## config.mk

```make
export PLATFORM = sky130hd
export DESIGN_NAME = spi_clock_stop_port
export DESIGN_NICKNAME = d
export VERILOG_FILES = /design/src/hw/spi_cs_pkg.sv /design/src/hw/spi_clock_stop_port.sv
export SDC_FILE = /design/constraint.sdc
export NUM_CORES = 1
export LEC_CHECK = 0
export ABC_AREA = 1
export BUFFER_PORTS_ARGS = -buffer_cell sky130_fd_sc_hd__buf_2
export CAP_MARGIN = 20
export CORE_MARGIN = 1.5
export CORE_UTILIZATION = 35
export CTS_CLUSTER_DIAMETER = 200
export DETAILED_ROUTE_END_ITERATION = 6
export PLACE_DENSITY = 0.6
export SLEW_MARGIN = 20
export SYNTH_ARGS = -nofsm -noshare
export SYNTH_HDL_FRONTEND = slang
export SYNTH_SLANG_ARGS = --single-unit
```

## constraint.sdc

```tcl
create_clock -name pclk -period 4.3 [get_ports pclk]
set_input_delay 0.86 -clock pclk [delete_from_list [all_inputs] [get_ports pclk]]
set_output_delay 0.86 -clock pclk [all_outputs]
set_load 0.02 [all_outputs]
```

## src/hw/spi_cs_pkg.sv

```systemverilog
package spi_cs_pkg;

	// Register byte offsets
	localparam logic [7:0] OFS_CTRL   = 8'h00;
	localparam logic [7:0] OFS_STATUS = 8'h04;
	localparam logic [7:0] OFS_TXDATA = 8'h08;
	localparam logic [7:0] OFS_RXDATA = 8'h0C;

	// Word size and buffering
	localparam int WORD_BITS  = 8;
	localparam int FIFO_DEPTH = 16;
	localparam logic [3:0] LAST_BIT = 4'h8;

	// Only the half-cycle-delay clock-stop setting is served
	localparam logic [1:0] CSTOP_HALF_DELAY = 2'b11;

	// Generator settings forced in slave role
	localparam logic       SLAVE_SRG_SOURCE  = 1'b1;
	localparam logic [7:0] SLAVE_SRG_DIVIDER = 8'h01;

	// Synchroniser lanes
	localparam int PIN_EXT   = 0;
	localparam int PIN_CLK   = 1;
	localparam int PIN_FSX   = 2;
	localparam int PIN_FSR   = 3;
	localparam int PIN_DIN   = 4;
	localparam int PIN_COUNT = 5;

	typedef struct packed {
		logic [7:0] srg_divider_value;
		logic       rx_sync_polarity;
		logic       tx_sync_polarity;
		logic       srg_clock_source_select;
		logic       tx_clock_polarity;
		logic [1:0] clock_stop_select;
		logic       master_role;
		logic       port_enable;
	} ctrl_t;

	typedef struct packed {
		logic tx_clock_direction;
		logic tx_sync_direction;
		logic rx_clock_direction;
		logic rx_sync_direction;
	} dir_t;

	typedef struct packed {
		dir_t dir;
		logic fifo_empty;
		logic fifo_full;
		logic rx_valid;
		logic busy;
	} status_t;

	localparam ctrl_t CTRL_RESET = 16'h01EC;
	localparam dir_t  DIR_MASTER = 4'hC;
	localparam dir_t  DIR_SLAVE  = 4'h0;

	typedef enum logic [2:0] {
		ST_IDLE  = 3'b000,
		ST_LEAD  = 3'b001,
		ST_HIGH  = 3'b011,
		ST_LOW   = 3'b010,
		ST_TRAIL = 3'b110
	} phase_t;

	// High phase length in generator input clocks
	function automatic logic [8:0] high_len(input logic [7:0] div);
		logic [8:0] d;
		d = {1'b0, div};
		if (div == 8'h00)
			return 9'h001;
		else if (div[0])
			return (d + 9'h001) >> 1;
		else
			return (d >> 1) + 9'h001;
	endfunction

	// Low phase length in generator input clocks
	function automatic logic [8:0] low_len(input logic [7:0] div);
		logic [8:0] d;
		d = {1'b0, div};
		if (div == 8'h00)
			return 9'h001;
		else if (div[0])
			return (d + 9'h001) >> 1;
		else
			return d >> 1;
	endfunction

	// Pin level for an internal sync state, inverting when polarity set
	function automatic logic sync_level(input logic active, input logic pol);
		return pol ? ~active : active;
	endfunction

endpackage

```

## src/hw/spi_clock_stop_port.sv

```systemverilog
// Behaviour
// - Source select 1: input clock is pclk/2
// - Bit period is input clock times divider+1 (divider 0 gives two input clocks here)
// - High phase length follows divider parity
// - Low phase length follows divider parity
// - Slave role forces source 1, divider 1
// - Master drives sync inverted as active-low enable
// - Slave inverts both incoming enables
// - Master drives clock and sync, receives none
// - Slave drives no clock or sync pin
// - Enable low before first rising clock edge
// - Enable low one period before first rise
// - Enable held one low phase after last fall
// - Serial output changes on falling edges
// - First bit one high phase after enable
// - Serial input sampled on rising edges
// - Output released at final falling edge
//
// Our own choices: the APB register port and the address map.
`timescale 1ns/1ps
module spi_word_fifo
#(
	parameter int WIDTH = 8,
	parameter int DEPTH = 16
)
(
	input  logic             pclk,
	input  logic             presetn,
	input  logic             clk_en,
	input  logic             in_valid,
	output logic             in_ready,
	input  logic [WIDTH-1:0] in_data,
	output logic             out_valid,
	input  logic             out_ready,
	output logic [WIDTH-1:0] out_data
);
	localparam int AW = $clog2(DEPTH);

	logic [WIDTH-1:0] mem [DEPTH];
	logic [AW:0]      wr_ptr;
	logic [AW:0]      rd_ptr;
	logic             push;
	logic             pop;

	// Extra pointer bit separates full from empty
	assign in_ready  = (wr_ptr - rd_ptr) != (AW+1)'(DEPTH);
	assign out_valid = wr_ptr != rd_ptr;
	assign out_data  = mem[rd_ptr[AW-1:0]];
	assign push      = in_valid & in_ready;
	assign pop       = out_valid & out_ready;

	// Storage needs no reset, pointers define contents
	always_ff @(posedge pclk)
	begin
		if (clk_en && push)
			mem[wr_ptr[AW-1:0]] <= in_data;
	end

	// Pointers
	always_ff @(posedge pclk or negedge presetn)
	begin
		if (!presetn)
		begin
			wr_ptr <= '0;
			rd_ptr <= '0;
		end
		else if (clk_en)
		begin
			if (push)
				wr_ptr <= wr_ptr + 1'b1;
			if (pop)
				rd_ptr <= rd_ptr + 1'b1;
		end
	end
endmodule // spi_word_fifo

module spi_clock_stop_port
	import spi_cs_pkg::*;
(
	input  logic        pclk,
	input  logic        presetn,
	input  logic        clk_en,
	input  logic        psel,
	input  logic        penable,
	input  logic        pwrite,
	input  logic [7:0]  paddr,
	input  logic [31:0] pwdata,
	output logic [31:0] prdata,
	output logic        pready,
	output logic        pslverr,
	input  logic        srg_ext_clock,
	input  logic        tx_bit_clock_pin,
	output logic        tx_bit_clock,
	output logic        tx_bit_clock_oe,
	input  logic        tx_frame_sync_pin,
	output logic        tx_frame_sync,
	output logic        tx_frame_sync_oe,
	input  logic        rx_frame_sync,
	input  logic        serial_in,
	output logic        serial_out,
	output logic        serial_out_oe
);
	ctrl_t                  ctrl;
	dir_t                   dir;
	status_t                status;
	phase_t                 state;
	logic [PIN_COUNT-1:0]   sync_s1;
	logic [PIN_COUNT-1:0]   sync_s2;
	logic [PIN_COUNT-1:0]   sync_s3;
	logic                   half_q;
	logic                   tick;
	logic                   eff_src;
	logic [7:0]             eff_div;
	logic [8:0]             h_len;
	logic [8:0]             l_len;
	logic [8:0]             t_len;
	logic [8:0]             phase_cnt;
	logic [8:0]             next_cnt;
	logic [3:0]             bits;
	logic [WORD_BITS-1:0]   tx_shift;
	logic [WORD_BITS-1:0]   rx_shift;
	logic [WORD_BITS-1:0]   rx_word;
	logic                   rx_done;
	logic                   rx_valid;
	logic                   master;
	logic                   mode_ok;
	logic                   run_master;
	logic                   run_slave;
	logic                   tx_act;
	logic                   tx_act_d;
	logic                   rx_act;
	logic                   clk_rise;
	logic                   clk_fall;
	logic                   din;
	logic                   slave_start;
	logic                   take_word;
	logic                   fifo_in_valid;
	logic                   fifo_in_ready;
	logic                   fifo_out_valid;
	logic [WORD_BITS-1:0]   fifo_out_data;
	logic                   access;
	logic                   done;
	logic                   tx_wr;
	logic                   unmapped;
	logic [31:0]            rd_word;
	logic [8:0]             per_cnt;
	logic [1:0]             clk_hist;
	logic                   m_sample;

	// Configuration decode
	assign master     = ctrl.master_role;
	assign mode_ok    = ctrl.clock_stop_select == CSTOP_HALF_DELAY && !ctrl.tx_clock_polarity;
	assign run_master = ctrl.port_enable & mode_ok & master;
	assign run_slave  = ctrl.port_enable & mode_ok & ~master;

	// Slave role ignores software generator settings
	assign eff_src = master ? ctrl.srg_clock_source_select : SLAVE_SRG_SOURCE;
	assign eff_div = master ? ctrl.srg_divider_value : SLAVE_SRG_DIVIDER;
	assign h_len   = high_len(eff_div);
	assign l_len   = low_len(eff_div);
	assign t_len   = {1'b0, eff_div} + 9'h001;
	assign next_cnt = phase_cnt + 9'h001;

	// Pin synchronisers; third stage only feeds edge detection
	always_ff @(posedge pclk or negedge presetn)
	begin
		if (!presetn)
		begin
			sync_s1 <= '0;
			sync_s2 <= '0;
			sync_s3 <= '0;
		end
		else if (clk_en)
		begin
			sync_s1 <= {serial_in, rx_frame_sync, tx_frame_sync_pin, tx_bit_clock_pin, srg_ext_clock};
			sync_s2 <= sync_s1;
			sync_s3 <= sync_s2;
		end
	end

	// Incoming enables are active low when polarity set
	assign tx_act   = sync_level(sync_s2[PIN_FSX], ctrl.tx_sync_polarity);
	assign rx_act   = sync_level(sync_s2[PIN_FSR], ctrl.rx_sync_polarity);
	assign clk_rise = sync_s2[PIN_CLK] & ~sync_s3[PIN_CLK];
	assign clk_fall = ~sync_s2[PIN_CLK] & sync_s3[PIN_CLK];
	assign din      = sync_s2[PIN_DIN];

	// Generator input clock: pclk/2 or external pin edges
	always_ff @(posedge pclk or negedge presetn)
	begin
		if (!presetn)
			half_q <= 1'b0;
		else if (clk_en)
			half_q <= ~half_q;
	end
	// External clock limited to below pclk/2 by synchroniser
	assign tick = eff_src ? half_q : (sync_s2[PIN_EXT] & ~sync_s3[PIN_EXT]);

	// Enable edge memory for slave frame start; starts set so reset gives no false start
	always_ff @(posedge pclk or negedge presetn)
	begin
		if (!presetn)
			tx_act_d <= 1'b1;
		else if (clk_en)
			tx_act_d <= tx_act;
	end

	// Word taken from the buffer at frame start
	assign slave_start = run_slave & tx_act & ~tx_act_d;
	assign take_word   = fifo_out_valid & ((run_master & state == ST_IDLE) | slave_start);

	// Pin directions follow the role
	always_ff @(posedge pclk or negedge presetn)
	begin
		if (!presetn)
			dir <= DIR_SLAVE;
		else if (clk_en)
			dir <= master ? DIR_MASTER : DIR_SLAVE;
	end
	assign tx_bit_clock_oe  = dir.tx_clock_direction;
	assign tx_frame_sync_oe = dir.tx_sync_direction;

	// Master sample point: synchronised input lags the pin by two clocks
	always_ff @(posedge pclk or negedge presetn)
	begin
		if (!presetn)
			clk_hist <= 2'b00;
		else if (clk_en)
			clk_hist <= {clk_hist[0], tx_bit_clock};
	end
	assign m_sample = clk_hist[0] & ~clk_hist[1];

	// Link engine for both roles
	always_ff @(posedge pclk or negedge presetn)
	begin
		if (!presetn)
		begin
			state         <= ST_IDLE;
			phase_cnt     <= '0;
			bits          <= '0;
			tx_shift      <= '0;
			rx_shift      <= '0;
			rx_word       <= '0;
			rx_done       <= 1'b0;
			tx_bit_clock  <= 1'b0;
			tx_frame_sync <= 1'b1;
			serial_out    <= 1'b0;
			serial_out_oe <= 1'b0;
		end
		else if (clk_en)
		begin
			rx_done <= 1'b0;
			if (run_master)
			begin
				// Pin value as it stood at the rise, not at the previous fall
				if (m_sample)
					rx_shift <= {rx_shift[6:0], din};
				case (state)
					ST_IDLE:
					begin
						tx_bit_clock  <= 1'b0;
						tx_frame_sync <= sync_level(take_word, ctrl.tx_sync_polarity);
						if (take_word)
						begin
							tx_shift  <= fifo_out_data;
							phase_cnt <= '0;
							bits      <= '0;
							state     <= ST_LEAD;
						end
					end
					ST_LEAD:
						if (tick)
						begin
							phase_cnt <= next_cnt;
							if (next_cnt == h_len)
							begin
								serial_out_oe <= 1'b1;
								serial_out    <= tx_shift[7];
							end
							// Full period of enable before first rise
							if (next_cnt == t_len)
							begin
								tx_bit_clock <= 1'b1;
								bits         <= bits + 4'h1;
								phase_cnt    <= '0;
								state        <= ST_HIGH;
							end
						end
					ST_HIGH:
						if (tick)
						begin
							phase_cnt <= next_cnt;
							if (next_cnt == h_len)
							begin
								tx_bit_clock <= 1'b0;
								phase_cnt    <= '0;
								if (bits == LAST_BIT)
								begin
									serial_out_oe <= 1'b0;
									state         <= ST_TRAIL;
								end
								else
								begin
									serial_out <= tx_shift[6];
									tx_shift   <= tx_shift << 1;
									state      <= ST_LOW;
								end
							end
						end
					ST_LOW:
						if (tick)
						begin
							phase_cnt <= next_cnt;
							if (next_cnt == l_len)
							begin
								tx_bit_clock <= 1'b1;
								bits         <= bits + 4'h1;
								phase_cnt    <= '0;
								state        <= ST_HIGH;
							end
						end
					ST_TRAIL:
						if (tick)
						begin
							phase_cnt <= next_cnt;
							// Enable outlives the last fall by a low phase
							if (next_cnt == l_len)
							begin
								tx_frame_sync <= sync_level(1'b0, ctrl.tx_sync_polarity);
								rx_word       <= rx_shift;
								rx_done       <= 1'b1;
								state         <= ST_IDLE;
							end
						end
					default:
						state <= ST_IDLE;
				endcase
			end
			else
			begin
				// Leaving master role aborts any frame
				state         <= ST_IDLE;
				tx_bit_clock  <= 1'b0;
				tx_frame_sync <= sync_level(1'b0, ctrl.tx_sync_polarity);
				if (!run_slave || !tx_act)
				begin
					serial_out_oe <= 1'b0;
					bits          <= '0;
				end
				else if (slave_start)
				begin
					// Empty buffer sends zeros rather than stalling
					tx_shift      <= fifo_out_valid ? fifo_out_data : '0;
					serial_out    <= fifo_out_valid & fifo_out_data[7];
					serial_out_oe <= 1'b1;
					bits          <= '0;
				end
				else
				begin
					if (clk_rise && rx_act)
					begin
						rx_shift <= {rx_shift[6:0], din};
						bits     <= bits + 4'h1;
						if (bits == LAST_BIT - 4'h1)
						begin
							rx_word <= {rx_shift[6:0], din};
							rx_done <= 1'b1;
						end
					end
					if (clk_fall)
					begin
						if (bits == LAST_BIT)
							serial_out_oe <= 1'b0;
						else
						begin
							serial_out <= tx_shift[6];
							tx_shift   <= tx_shift << 1;
						end
					end
				end
			end
		end
	end

	spi_word_fifo
	#(
		.WIDTH (WORD_BITS),
		.DEPTH (FIFO_DEPTH)
	)
	u_tx_fifo
	(
		.pclk      (pclk),
		.presetn   (presetn),
		.clk_en    (clk_en),
		.in_valid  (fifo_in_valid),
		.in_ready  (fifo_in_ready),
		.in_data   (pwdata[WORD_BITS-1:0]),
		.out_valid (fifo_out_valid),
		.out_ready (take_word),
		.out_data  (fifo_out_data)
	);

	// APB handshake terms
	assign access        = psel & penable;
	assign done          = access & pready;
	assign tx_wr         = pwrite & (paddr == OFS_TXDATA);
	assign fifo_in_valid = done & tx_wr;

	assign status = '{dir: dir, fifo_empty: ~fifo_out_valid, fifo_full: ~fifo_in_ready,
		rx_valid: rx_valid, busy: (state != ST_IDLE) | serial_out_oe};

	// Read mux and address decode
	always_comb
	begin
		rd_word  = 32'h0000_0000;
		unmapped = 1'b0;
		case (paddr)
			OFS_CTRL:   rd_word = {16'h0000, ctrl};
			OFS_STATUS: rd_word = {24'h00_0000, status};
			OFS_TXDATA: rd_word = 32'h0000_0000;
			OFS_RXDATA: rd_word = {24'h00_0000, rx_word};
			default:    unmapped = 1'b1;
		endcase
	end

	// One wait state; a full buffer holds a data write off
	always_ff @(posedge pclk or negedge presetn)
	begin
		if (!presetn)
		begin
			pready  <= 1'b0;
			prdata  <= 32'h0000_0000;
			pslverr <= 1'b0;
		end
		else if (clk_en)
		begin
			pready <= access & ~pready & (~tx_wr | fifo_in_ready);
			if (access && !pready)
			begin
				prdata  <= rd_word;
				pslverr <= unmapped;
			end
		end
	end

	// Control register
	always_ff @(posedge pclk or negedge presetn)
	begin
		if (!presetn)
			ctrl <= CTRL_RESET;
		else if (clk_en && done && pwrite && paddr == OFS_CTRL)
			ctrl <= ctrl_t'(pwdata[15:0]);
	end

	// Received flag; a new word beats the read that clears it
	always_ff @(posedge pclk or negedge presetn)
	begin
		if (!presetn)
			rx_valid <= 1'b0;
		else if (clk_en)
		begin
			if (rx_done)
				rx_valid <= 1'b1;
			else if (done && !pwrite && paddr == OFS_RXDATA)
				rx_valid <= 1'b0;
		end
	end

	// Ticks since the last rise, read only by checks
	always_ff @(posedge pclk or negedge presetn)
	begin
		if (!presetn)
			per_cnt <= '0;
		else if (clk_en && tick)
			per_cnt <= ((state == ST_HIGH) || (state == ST_LOW && next_cnt != l_len)) ? per_cnt + 9'h001 : '0;
	end
endmodule // spi_clock_stop_port

```

# Yosys cells after proc, flatten, opt, wreduce, memory -nomap -nowiden
# Memory sizes are Yosys's and may differ from the RTL's.
# Cells that the tools add are included.
dict set report totals {
  ff_bits 126
  latchBits 0
  mem_bits_rw 128
  rom_bits 0
  inputBits 51
  out_inout_bits 40
  word_cells 274
  mem_count 1
}
# memory words width read_ports rd_ports_with_merged_regs write_ports line_no
set mem_list {}
lappend mem_list {u_tx_fifo.mem 16 8 1 0 1 spi_clock_stop_port.sv:39} ;# logic [WIDTH-1:0] mem [DEPTH];
dict set report classes {
  n_addsub 7
  multipliers 0
  div 0
  n_lt_le_gt_ge 0
  n_eq_ne 41
  shift 0
  n_mux 112
  bitwise_logic 37
  reduce_logical 41
}
# op n
set ops {}
lappend ops {{$mux 8} 25}
lappend ops {{$mux 9} 10}
lappend ops {{$pmux 16 s3} 1}
lappend ops {{$mux 1} 47}
lappend ops {{$pmux 9 s5} 1}
lappend ops {{$mux 4} 10}
lappend ops {{$reduce_and 8->1} 5}
lappend ops {{$mux 3} 11}
lappend ops {{$ne 3x3->1 const B} 10}
lappend ops {{$eq 9x9->1} 3}
lappend ops {{$and 1x1->1} 20}
lappend ops {{$eq 8x4->1 const B} 2}
lappend ops {{$logic_not 8->1} 2}
lappend ops {{$ne 2x2->1 const B} 8}
lappend ops {{$pmux 8 s2} 1}
lappend ops {{$pmux 3 s5} 1}
lappend ops {{$not 1->1} 14}
lappend ops {{$reduce_and 7->1} 2}
lappend ops {{$pmux 4 s3} 1}
lappend ops {{$add 5x1->5 const B} 2}
lappend ops {{$reduce_and 10->1} 1}
lappend ops {{$add 8x1->9 const B} 1}
lappend ops {{$add 9x1->9 const B} 1}
lappend ops {{$logic_and 1x1->1} 9}
lappend ops {{30 further kinds} 50}

# Depth between registers and ports, before layout
# Gate-level depths: netlist (run 1).
dict set report logic_depth {
  ltp_word 12
  mapped_depth 22
}

# Modules after synthesis
# A second synthesis (run 1) with hierarchy kept.
dict set report hier_totals {
  cells_unflattened 1316
  area_unflattened_um2 11955.2
}
# mod instances cells_per_inst area_each_um2 seq_area_each_um2
set by_module_without_submodules {}
lappend by_module_without_submodules {spi_clock_stop_port 1 836 6102.1 2437.3}
lappend by_module_without_submodules {spi_word_fifo 1 480 5853.1 4093.9}

# Worst setup path before layout (run 1)
# Ideal clock, no wire load.
dict set report synth_timing {
  kind {reg2reg}
  from {register u_tx_fifo.rd_ptr[1]}
  to {memory u_tx_fifo.mem[15][0], enable pin}
  setup_time_ps 375
  arrival_time_ps 2579
  required_ps 3925
  setup_slack_ps 1346
  path_stages_with_launch 14
  synth_period_minus_slack_ps 2954
  cell_sequence {dfrtp_1 > inv_1 > clkbuf_1 > clkbuf_1 > ha_1 > inv_1 > o21bai_1 > a21oi_1 > o21ai_0 > nand4_1 > nand2_1 > nor2_1 > nand2_1 > nor2_1}
}
dict set report synth_between {
  elab_chain_len 6
}
# element line_no
set synth_lines {}
lappend synth_lines {{start: declaration} spi_clock_stop_port.sv:41} ;# logic [AW:0] rd_ptr;
lappend synth_lines {{start signal: assignment} spi_clock_stop_port.sv:72} ;# rd_ptr <= rd_ptr + 1'b1;
lappend synth_lines {{$sub 5x5->5} spi_clock_stop_port.sv:46} ;# assign in_ready = (wr_ptr - rd_ptr) != (AW+1)'(DEPTH);
lappend synth_lines {{$ne 5x5->1} spi_clock_stop_port.sv:46}
lappend synth_lines {{$and 1x1->1} spi_clock_stop_port.sv:49} ;# assign push = in_valid & in_ready;
lappend synth_lines {{$logic_and 1x1->1} spi_clock_stop_port.sv:55} ;# if (clk_en && push)
lappend synth_lines {{$mux 1} spi_clock_stop_port.sv:55}
lappend synth_lines {{$mux 1 (not written as such)} spi_clock_stop_port.sv:56} ;# mem[wr_ptr[AW-1:0]] <= in_data;
lappend synth_lines {{end: declaration} spi_clock_stop_port.sv:39}
# No other way between the ends.

# Final worst setup path (run 1)
dict set report layout_timing {
  from {register ctrl (netlist bit master)}
  to {register state[0]}
}
dict set report layout_between {
  elab_chain_len 8
}
# element line_no
set layout_lines {}
lappend layout_lines {{start: declaration} spi_clock_stop_port.sv:103} ;# ctrl_t ctrl;
lappend layout_lines {{start signal: assignment} spi_clock_stop_port.sv:452} ;# ctrl <= ctrl_t'(pwdata[15:0]);
lappend layout_lines {{parallel branches: the longest is 8 deep, another holds $add 8x1->9} -}
lappend layout_lines {{end signal: assignment} spi_clock_stop_port.sv:238} ;# state <= ST_IDLE;
lappend layout_lines {{end signal: assignment} spi_clock_stop_port.sv:268} ;# state <= ST_LEAD;
lappend layout_lines {{end signal: assignment} spi_clock_stop_port.sv:286} ;# state <= ST_HIGH;
lappend layout_lines {{end: declaration} spi_clock_stop_port.sv:106} ;# phase_t state;
# Parallel ways; which one is timed is not known.
# A chain may end at the register's enable or synchronous reset.

==> qor.csv, run 1 <==
metric,value,unit
outcome,completed,
HP Class,primary input to async pin,
final hold violations,0,
Final Net Count,1374,
top_reg_cell synth,edfxtp_1,
Synth Instances,1251,
routed via count,8719,
"Distinct cells, synth",46,
ANT nets after route,0,
"Cell Area, Synth",11600,um2
vias in the first global route,8301,
"Slew Viols, Final",0,
Core Area,32500,um2
routed vias/inst,4.93,
Port-buffer cells,58,
CTS buffer count,24,
WL/cell,15.7,um
PostCTS Resize Cnt,0,
hold_buf cts,0,
WP data arrival,3.67,ns
Area Overhead vs Synth,13.0,%
Worst Path Required,4.72,ns
first-pass iteration count of the detailed router,5,
Fmax,308,MHz
post-DP HPWL,18.8,mm
"flops & latches, synth",235,
clock root buffer,clkbuf_16,
wire length on met2,12.7,mm
first-pass GRT wire length,44.9,mm
postcts setup bufs,0,
row count,66,
DRC errors left,0,
sequential-to-total area share from yosys stat,56.5,%
WL final,27.7,mm
routed wl met3,1.19,mm
M1 WL,13.4,mm
"EDFF count, synth",128,
number of DRC markers in iteration 0,541,
RSZ-0062 raised after global routing,no,
antenna diode count,0,
Slew HR,34.4,%
Worst-path clk slew,0.06,ns
CP Max Fanout,15,
CTS tree,built,
die width,185,um
Starting Density,35.5,%
largest net degree at the start of global routing,66,
"Avg Cell Area, Syn",9.24,um2
CP Class,flip-flop to flip-flop,
GPL Wtd Cong,0.854,
Worst Max-Slew Pin Slew,0.978,ns
initial antenna violation count,0,
maximum VDD drop,0.277,mV
Synthesis Warnings,0,
P_leak,0.00557,uW
max layer used,met4,
placed cell area,12300,um2
Overflow after GRT,0,
die area,34100,um2
Chip Height,185,um
total clock sinks,235,
Setup TNS,0,ns
IO Count,91,
layout cells sized above 1,12.9,%
Clock Skew,0.0141,ns
"Clk Latency, worst-skew pair",0.53,ns
design area,13100,um2
Post-synth ARST share,45.5,%
Max Cap Violations,0,
CP Launch Type,flip-flop,
crit path time final,3.25,ns
endpoint class of the critical path,flip-flop,
clk buf depth,3,
Final setup violation count,0,
Final Cycle Share,75.6,%
Max H-tree Level,1,
Power Dens Cells,354,nW/um2
Tot GR Track Use,16.7,%
[cells by family (layout without fill, tap and decap cells)]
group	count (synthesis)	after routing	share of synthesized area [%]
AOI/OAI and AO/OA	232	232	11.6
xor gates and xnor gates	23	23	1.74
adders and majority gates	15	15	1.62
buffers and inverters	179	239	6.56
DFF	235	235	56.5
muxes	16	16	1.56
other	1	16	0.0325
and+or+nand+nor	550	550	20.4
[placed cells by master (no fill, tap or decap), types with 3 or more instances in the layout]
cell type,instances
nand2_1,293
nor2_1,132
edfxtp_1,128
o21ai_0,124
inv_1,116
dfrtp_1,98
nand3_1,70
buf_2,57
o22ai_1,27
clkbuf_16,24
o21ai_1,20
xor2_1,17
a21oi_1,16
mux2_2,16
conb_1,16
buf_4,16
ha_1,15
o221ai_1,13
nand4_1,11
o211ai_1,10
nand2_2,8
nor2_2,8
dfstp_2,8
nand3_2,7
xnor2_1,6
clkbuf_1,6
clkinv_2,6
nor4_1,5
nor3_1,5
inv_2,4
a31oi_1,4
a221oi_1,4
a22o_1,4
nor2_4,3
o21bai_1,3
clkinv_1,3
clkbuf_8,3
[synth_stat cells, types with 3 or more instances]
| master | n | area (um2) |
|---|---|---|
| nor2_4 | 3 | 33.8 |
| nand2_2 | 8 | 50.1 |
| buf_4 | 18 | 135 |
| a221oi_1 | 4 | 35.0 |
| xnor2_1 | 6 | 52.6 |
| o211ai_1 | 10 | 75.1 |
| nor2_2 | 7 | 43.8 |
| inv_1 | 117 | 439 |
| o21ai_1 | 20 | 100 |
| ha_1 | 15 | 188 |
| nand3_1 | 70 | 350 |
| o21bai_1 | 3 | 22.5 |
| o221ai_1 | 13 | 114 |
| dfrtp_1 | 99 | 2480 |
| nor2_1 | 133 | 499 |
| o21ai_0 | 124 | 621 |
| nor4_1 | 6 | 37.5 |
| a21oi_1 | 16 | 80.1 |
| edfxtp_1 | 128 | 3840 |
| inv_2 | 4 | 15.0 |
| o22ai_1 | 27 | 169 |
| nor3_1 | 5 | 25.0 |
| nand4_1 | 11 | 68.8 |
| nand3_2 | 7 | 70.1 |
| mux2_2 | 16 | 180 |
| nand2_1 | 293 | 1100 |
| clkbuf_1 | 32 | 120 |
| buf_2 | 3 | 15.0 |
| a31oi_1 | 4 | 25.0 |
| a22o_1 | 4 | 35.0 |
| dfstp_2 | 8 | 210 |
| xor2_1 | 17 | 149 |
[path summary, 6_finish.rpt]
check                              from            to  slack, ns  cells after the start
worst min-delay path            presetn  phase_cnt[0]       0.40                      1
worst max-delay path             master      state[0]       1.05                     16
max in group asynchronous       presetn       ctrl[2]       2.94                      2
worst max register to register   master      state[0]       1.05                     16
min in group pclk                half_q        half_q       0.47                      1
worst min register to register   half_q        half_q       0.47                      1
[flip-flops by register name (all words and copies together) (netlist names), 2 cells and up]
| name | flops |
|---|---|
| u_tx_fifo.wr_ptr | 5 |
| sync_s2 | 5 |
| bits | 4 |
| tx_shift | 8 |
| prdata | 16 |
| u_tx_fifo.rd_ptr | 5 |
| clk_hist | 2 |
| state | 3 |
| ctrl | 15 |
| sync_s1 | 5 |
| phase_cnt | 9 |
| u_tx_fifo.mem | 128 |
| rx_word | 8 |
| sync_s3 | 2 |
| rx_shift | 8 |
[worst max-delay path, stage by stage (launching register included)]
cell	delay (ns)
dfrtp_1	0.73
nand2_1	0.45
ha_1	0.34
inv_1	0.13
nor2_4	0.07
nand2_1	0.12
nand3_1	0.15
nand3_1	0.11
nand3_1	0.08
nor2_1	0.20
nand3_2	0.16
nand3_2	0.11
nand2_2	0.12
nor2_4	0.13
nand2_1	0.10
nand2_1	0.08
nand2_1	0.04
[per-layer routing]
metal	GRT usage, %	vias up
met2	26.9	195
li1	-	4312
met1	23.9	4181
met5	0	-
met3	2.04	31
met4	3.74	0
[metrics by stage]
stage	setup WS [ns]	cells	power, uW	hold slack, ns	util (%)
after floorplan	1.35	1266	2560	0.438	-
after global placement	1.12	1724	2630	0.452	37.7
after detailed placement	1.00	1724	2640	0.455	37.7
after CTS	1.05	1768	4670	0.445	40.1
after global routing	0.688	1768	4770	0.466	40.1
final	1.05	1768	4630	0.400	40.1
[area by class of cell]
class / count / area, um2
Sequential cell: 235 / 6530
Inverter: 122 / 458
Timing Repair Buffer: 73 / 405
Clock buffer: 33 / 664
Tap cell: 442 / 553
Fill cell: 3234 / 19500
Multi-Input combinational cell: 852 / 4330
Clock inverter: 11 / 111
[report_power, final]
| part | switching [uW] | internal, uW |
|---|---|---|
| sequential | 16.5 | 2410 |
| clock | 882 | 1150 |
| combinational | 126 | 41.5 |
| total | 1020 | 3600 |
(Power assumes the default switching activity.)
==> run 2, diff against run 1 <==
--- a/config.mk
+++ b/config.mk
@@ -12,7 +12,7 @@
 export CORE_UTILIZATION = 35
 export CTS_CLUSTER_DIAMETER = 200
 export DETAILED_ROUTE_END_ITERATION = 6
-export PLACE_DENSITY = 0.6
+export PLACE_DENSITY = 0.62
 export SLEW_MARGIN = 20
 export SYNTH_ARGS = -nofsm -noshare
 export SYNTH_HDL_FRONTEND = slang
==> constraint.sdc (replaced) <==
create_clock -name pclk -period 2.83 [get_ports pclk]
set_input_delay 0.566 -clock pclk [delete_from_list [all_inputs] [get_ports pclk]]
set_output_delay 0.566 -clock pclk [all_outputs]
set_load 0.02 [all_outputs]
==> qor.csv, run 2 (synthesized netlist as in run 1, its figures left out) <==
metric,value,unit,change
WP data arrival,2.99,ns,-0.68 ns
routed via count,8765,,+0.53%
cell count of the worst reg-to-reg path,18,,+2
Starting Density,35.5,%,unchanged
CP Cell Sequence,buf_4 > buf_4 > nand2_1 > nand2_1 > nor2_1 > nand2_2 > nand3_1 > nand2_1 > nor2_1 > nand2_1 > nor2_2 > nand3_2 > nand3_1 > nand2_1 > nor2_4 > nand2_1 > nand2_1 > nand2_1,,
CP Max Fanout,8,,-7
outcome,completed,,
layout cells sized above 1,16.1,%,+3.2 points
initial antenna violation count,1,,+1
ANT nets after route,0,,unchanged
Tot GR Track Use,16.4,%,-0.23 points
Port-buffer cells,58,,unchanged
CTS tree,built,,
design area,13500,um2,+3.1%
CP Launch Type,flip-flop,,
DRC errors left,0,,unchanged
"commonest cells after routing, fill and taps aside","nand2_1, edfxtp_1, nor2_1",,
"Clk Latency, worst-skew pair",0.51,ns,-0.02 ns
GPL Wtd Cong,0.837,,-1.9%
CP max stage cell,dfrtp_2,,
largest net degree at the start of global routing,63,,-4.5%
Worst Max-Slew Pin Slew,0.699,ns,-0.279 ns
WL final,27.7,mm,-0.21%
routed vias/inst,4.87,,-1.3%
Final setup violation count,0,,unchanged
endpoint class of the critical path,flip-flop,,
die area,34100,um2,unchanged
Max Cap Violations,0,,unchanged
total clock sinks,235,,unchanged
Fin Hold WS,0.0630,ns,-0.337 ns
vias in the first global route,8406,,+1.3%
"most used cell, CP",nand2_1,,
clock root buffer,clkbuf_16,,
die width,185,um,unchanged
WL/cell,15.4,um,-2.0%
Final Cycle Share,91.5,%,+16 points
Chip Height,185,um,unchanged
final hold violations,0,,unchanged
CP Class,flip-flop to flip-flop,,
Worst R2R Start,master,,
worst stage delay on the critical path,0.46,ns,-0.27 ns
Area Overhead vs Synth,16.5,%,
cell family with most CP delay,simple AND/OR/NAND/NOR gates,,
post-DP HPWL,18.9,mm,+0.66%
R2R Setup Slk,0.24,ns,-0.81 ns
Core Area,32500,um2,unchanged
clk buf depth,3,,unchanged
antenna diode count,0,,unchanged
P_leak,0.00580,uW,+4.1%
first-pass GRT wire length,44.6,mm,-0.65%
hold_buf cts,0,,unchanged
row count,66,,unchanged
Power Dens Cells,548,nW/um2,+55%
CTS buffer count,24,,unchanged
Worst-path clk slew,0.06,ns,about the same
HP Class,primary input to async pin,,
"commonest non-fill, non-tap cell in the layout",nand2_1,,
Max H-tree Level,1,,unchanged
"Slew Viols, Final",0,,unchanged
crit path time final,2.59,ns,-0.664 ns
placed cell area,12500,um2,+1.7%
Final Net Count,1406,,+2.3%
Slew HR,53.1,%,+19 points
Worst Path Required,3.23,ns,-1.49 ns
"Core Util, Final",41.4,%,+1.3 points
Fmax,386,MHz,+26%
IO Count,91,,unchanged
Worst Setup SP,master,,
worst flop-to-flop path endpoint,state[1],,
first-pass iteration count of the detailed router,5,,unchanged
CP Buf/Inv Count,2,,+1
number of DRC markers in iteration 0,585,,+8.1%
Clock Skew,0.0119,ns,-0.00223 ns
max reg flops,128,,unchanged
maximum VDD drop,0.476,mV,+72%
Fillers,3214,,-0.62%
Overflow after GRT,0,,unchanged
==> run 2: worst max path at each step <==
| stage | endpoint | slack [ns] | cells after the start |
|---|---|---|---|
| finish | state[1] | 0.24 | 18 |
| global route | u_tx_fifo.mem[0][1] | -0.005 | 12 |
| CTS | state[1] | 0.06 | 20 |
| detailed placement | state[1] | 0.08 | 20 |
| global placement | state[1] | 0.12 | 20 |
| floorplan | u_tx_fifo.mem[3][0] | -0.05 | 13 |
==> run 2: cell type report <==
class,instances,area (um2),share of cell area (%)
flip-flops and latches,235,6530,48.5
repair buffers,105,658,4.89
clock buffers,31,668,4.96
clock inverters,13,201,1.50
multi-input cells,852,4390,32.6
inverters,122,458,3.40
well taps,442,553,4.11
==> run 2: worst reg2reg max path: cells and delay by family, from the launching register on <==
| kind | cells | cell delay, ns |
|---|---|---|
| AND/OR/NAND/NOR | 16 | 1.73 |
| flip-flops | 1 | 0.46 |
| buffers and inverters | 2 | 0.31 |
==> run 2: repair_timing <==
item	4_1_cts	5_1_grt
endpoints found under the setup margin	0	147
hold endpoints to repair	0	0
setup buffers	0	7
gates resized for setup	0	17
==> run 2: through the flow <==
step	total power (uW)	setup WS, ns	TNS [ns]	cells
CTS	7450	0.0579	0	1793
global placement	4000	0.119	0	1749
global route	7630	-0.00540	-0.0116	1800
detailed placement	4010	0.0751	0	1749
floorplan	3880	-0.0457	-4.17	1266
finish	7390	0.242	0	1800
==> run 2: power by group <==
| part | total (uW) | switching, uW | internal (uW) |
|---|---|---|---|
| clock | 3440 | 1310 | 2130 |
| combinational | 270 | 195 | 75.1 |
| sequential | 3680 | 24.5 | 3650 |
| total | 7390 | 1530 | 5860 |
==> run 2: layer usage <==
| layer | GRT usage (%) | up-vias | part of all wire [%] |
|---|---|---|---|
| met5 | 0 | - | 0 |
| met4 | 3.90 | 0 | 1.7 |
| met3 | 1.86 | 31 | 4.5 |
| met2 | 27.3 | 208 | 47 |
| li1 | - | 4381 | - |
| met1 | 23.0 | 4145 | 47 |
==> run 3, diff against run 2 <==
--- a/config.mk
+++ b/config.mk
@@ -7,12 +7,10 @@
 export LEC_CHECK = 0
 export ABC_AREA = 1
 export BUFFER_PORTS_ARGS = -buffer_cell sky130_fd_sc_hd__buf_2
-export CAP_MARGIN = 20
 export CORE_MARGIN = 1.5
 export CORE_UTILIZATION = 35
 export CTS_CLUSTER_DIAMETER = 200
 export DETAILED_ROUTE_END_ITERATION = 6
-export PLACE_DENSITY = 0.62
 export SLEW_MARGIN = 20
 export SYNTH_ARGS = -nofsm -noshare
 export SYNTH_HDL_FRONTEND = slang
==> constraint.sdc (replaced) <==
create_clock -name pclk -period 2.83 [get_ports pclk]
set_input_delay 0.566 -clock pclk [delete_from_list [all_inputs] [get_ports pclk]]
set_output_delay 0.566 -clock pclk [all_outputs]
set_load 0.05 [all_outputs]
==> qor.csv, run 3 (synthesized netlist as in run 1, its figures left out) <==
metric,value,unit,change
outcome,completed,,
"Core Util, Final",41.1,%,-0.28 points
Port-buffer cells,58,,unchanged
Final setup violation count,0,,unchanged
routed vias/inst,4.95,,+1.7%
Power Dens Cells,532,nW/um2,-3.0%
"Clk Latency, worst-skew pair",0.54,ns,+0.03 ns
internal power,5490,uW,-6.3%
GPL Wtd Cong,0.851,,+1.7%
IO Count,91,,unchanged
Overflow after GRT,0,,unchanged
DP Worst Slack,0.0781,ns,+0.00295 ns
"commonest cells after routing, fill and taps aside","nand2_1, nor2_1, edfxtp_1",,
Starting Density,35.5,%,unchanged
"Slew Viols, Final",0,,unchanged
Area Overhead vs Synth,15.7,%,
antenna diode count,0,,unchanged
Worst Path Required,3.29,ns,+0.06 ns
WL/cell,15.5,um,+1.1%
Worst R2R Start,ctrl[8],,
DRC errors left,0,,unchanged
initial antenna violation count,1,,unchanged
Worst Max-Slew Pin Slew,0.733,ns,+0.0340 ns
clock root buffer,clkbuf_16,,
routed via count,8903,,+1.6%
die width,185,um,unchanged
CP Class,flip-flop to flip-flop,,
post-DP HPWL,19.1,mm,+0.63%
Fmax,384,MHz,-0.68%
CP Launch Type,flip-flop,,
WL final,27.9,mm,+0.99%
P_leak,0.00576,uW,-0.70%
maximum VDD drop,0.421,mV,-12%
"commonest non-fill, non-tap cell in the layout",nand2_1,,
layout cells sized above 1,15.8,%,-0.34 points
Chip Height,185,um,unchanged
Slew HR,51.0,%,-2.1 points
WP data arrival,3.07,ns,+0.08 ns
Worst-path clk slew,0.07,ns,about the same
endpoint class of the critical path,flip-flop,,
vias in the first global route,8468,,+0.74%
max reg flops,128,,unchanged
HP Class,primary input to async pin,,
CTS buffer count,24,,unchanged
number of DRC markers in iteration 0,503,,-14%
final worst setup slack,0.224,ns,-0.0178 ns
Final Cycle Share,92.1,%,+0.63 points
total clock sinks,235,,unchanged
Final Net Count,1405,,-0.071%
Max H-tree Level,1,,unchanged
Fillers,3206,,-0.25%
Core Area,32500,um2,unchanged
final hold violations,0,,unchanged
crit path time final,2.61,ns,+0.0178 ns
Setup TNS,0,ns,unchanged
ANT nets after route,0,,unchanged
total placed cells including tap cells,1754,,+0.29%
CTS tree,built,,
first-pass iteration count of the detailed router,5,,unchanged
clk buf depth,3,,unchanged
largest net degree at the start of global routing,66,,+4.8%
combinational power share,4.2,%,+0.5 points
Reg power frac,51.7,%,+1.9 points
Clock Skew,0.0188,ns,+0.00690 ns
Tot GR Track Use,16.7,%,+0.22 points
non-filler instance count after layout,1798,,-0.11%
die area,34100,um2,unchanged
RSZ-0062 raised after global routing,no,,
part of the power in the clock network,44.1,%,-2.4 points
hold_buf cts,0,,unchanged
row count,66,,unchanged
Max Cap Violations,0,,unchanged
sw power,1630,uW,+6.6%
Worst Setup SP,ctrl[8],,
CP Max Fanout,5,,-3
Net Sw Frac,22.9,%,+2.2 points
first-pass GRT wire length,44.9,mm,+0.62%
[run 3: power groups by stage]
stage | Sequential, uW | Combinational [uW] | Clock, uW
finish | 3680 | 299 | 3140
global route | 3680 | 337 | 3320
CTS | 3680 | 303 | 3200
detailed placement | 3750 | 303 | 0
global placement | 3750 | 299 | 0
floorplan | 3760 | 163 | 0
[run 3: worst paths after layout]
kind | end | slack (ns) | depth (start not counted)
hold reg to reg | sync_s1[4] | 0.47 | 2
min in group pclk | sync_s1[0] | 0.24 | 3
setup reg to reg | bits[0] | 0.22 | 17
max in group asynchronous | tx_act_d | 2.00 | 2
setup / recovery | bits[0] | 0.22 | 17
hold / removal | phase_cnt[0] | 0.08 | 1
[run 3: area by class of cell]
class	instances	area, um2	area share, %
multi-input combinational	852	4370	32.7
timing repair buffer	104	676	5.05
tap	442	553	4.14
clock inverter	17	176	1.32
clock buffer	26	608	4.55
sequential	235	6530	48.9
inverter	122	458	3.42
[run 3: stage by stage]
step                      hold slack (ns)  area, um2  power [uW]
after CTS                          0.0967      13300        7190
after floorplan                     0.270      11600        3920
final                              0.0763      13400        7120
after global placement              0.453      12500        4040
after global routing                0.117      13400        7340
after detailed placement            0.458      12500        4050
[run 3: timing repair]
action                     in CTS  in global routing
setup endpoints to repair       0                 39
gates resized for setup         0                  9
buffers inserted                0                  1
[run 3: worst max-delay path: stages, from the launching register on]
cell	delay [ns]
dfstp_2	0.56
inv_1	0.07
nand2_1	0.09
ha_1	0.17
inv_1	0.09
nor2_4	0.16
nand3_1	0.15
nand2_1	0.10
nand2_1	0.05
nand2_1	0.06
nand2_1	0.06
nor2_1	0.10
nand3_1	0.15
nand3_2	0.12
nand3_1	0.20
nor2_2	0.24
nand3_1	0.09
nand2_1	0.06
[run 3: metal layers]
metal	routed length (um)	part of all wire, %	global-route usage (%)	vias to the layer above
met5	0	0	0	-
met4	373	1.3	3.71	0
met3	1150	4.1	1.60	26
met2	13100	47	27.4	232
met1	13400	48	23.8	4260
li1	-	-	-	4385
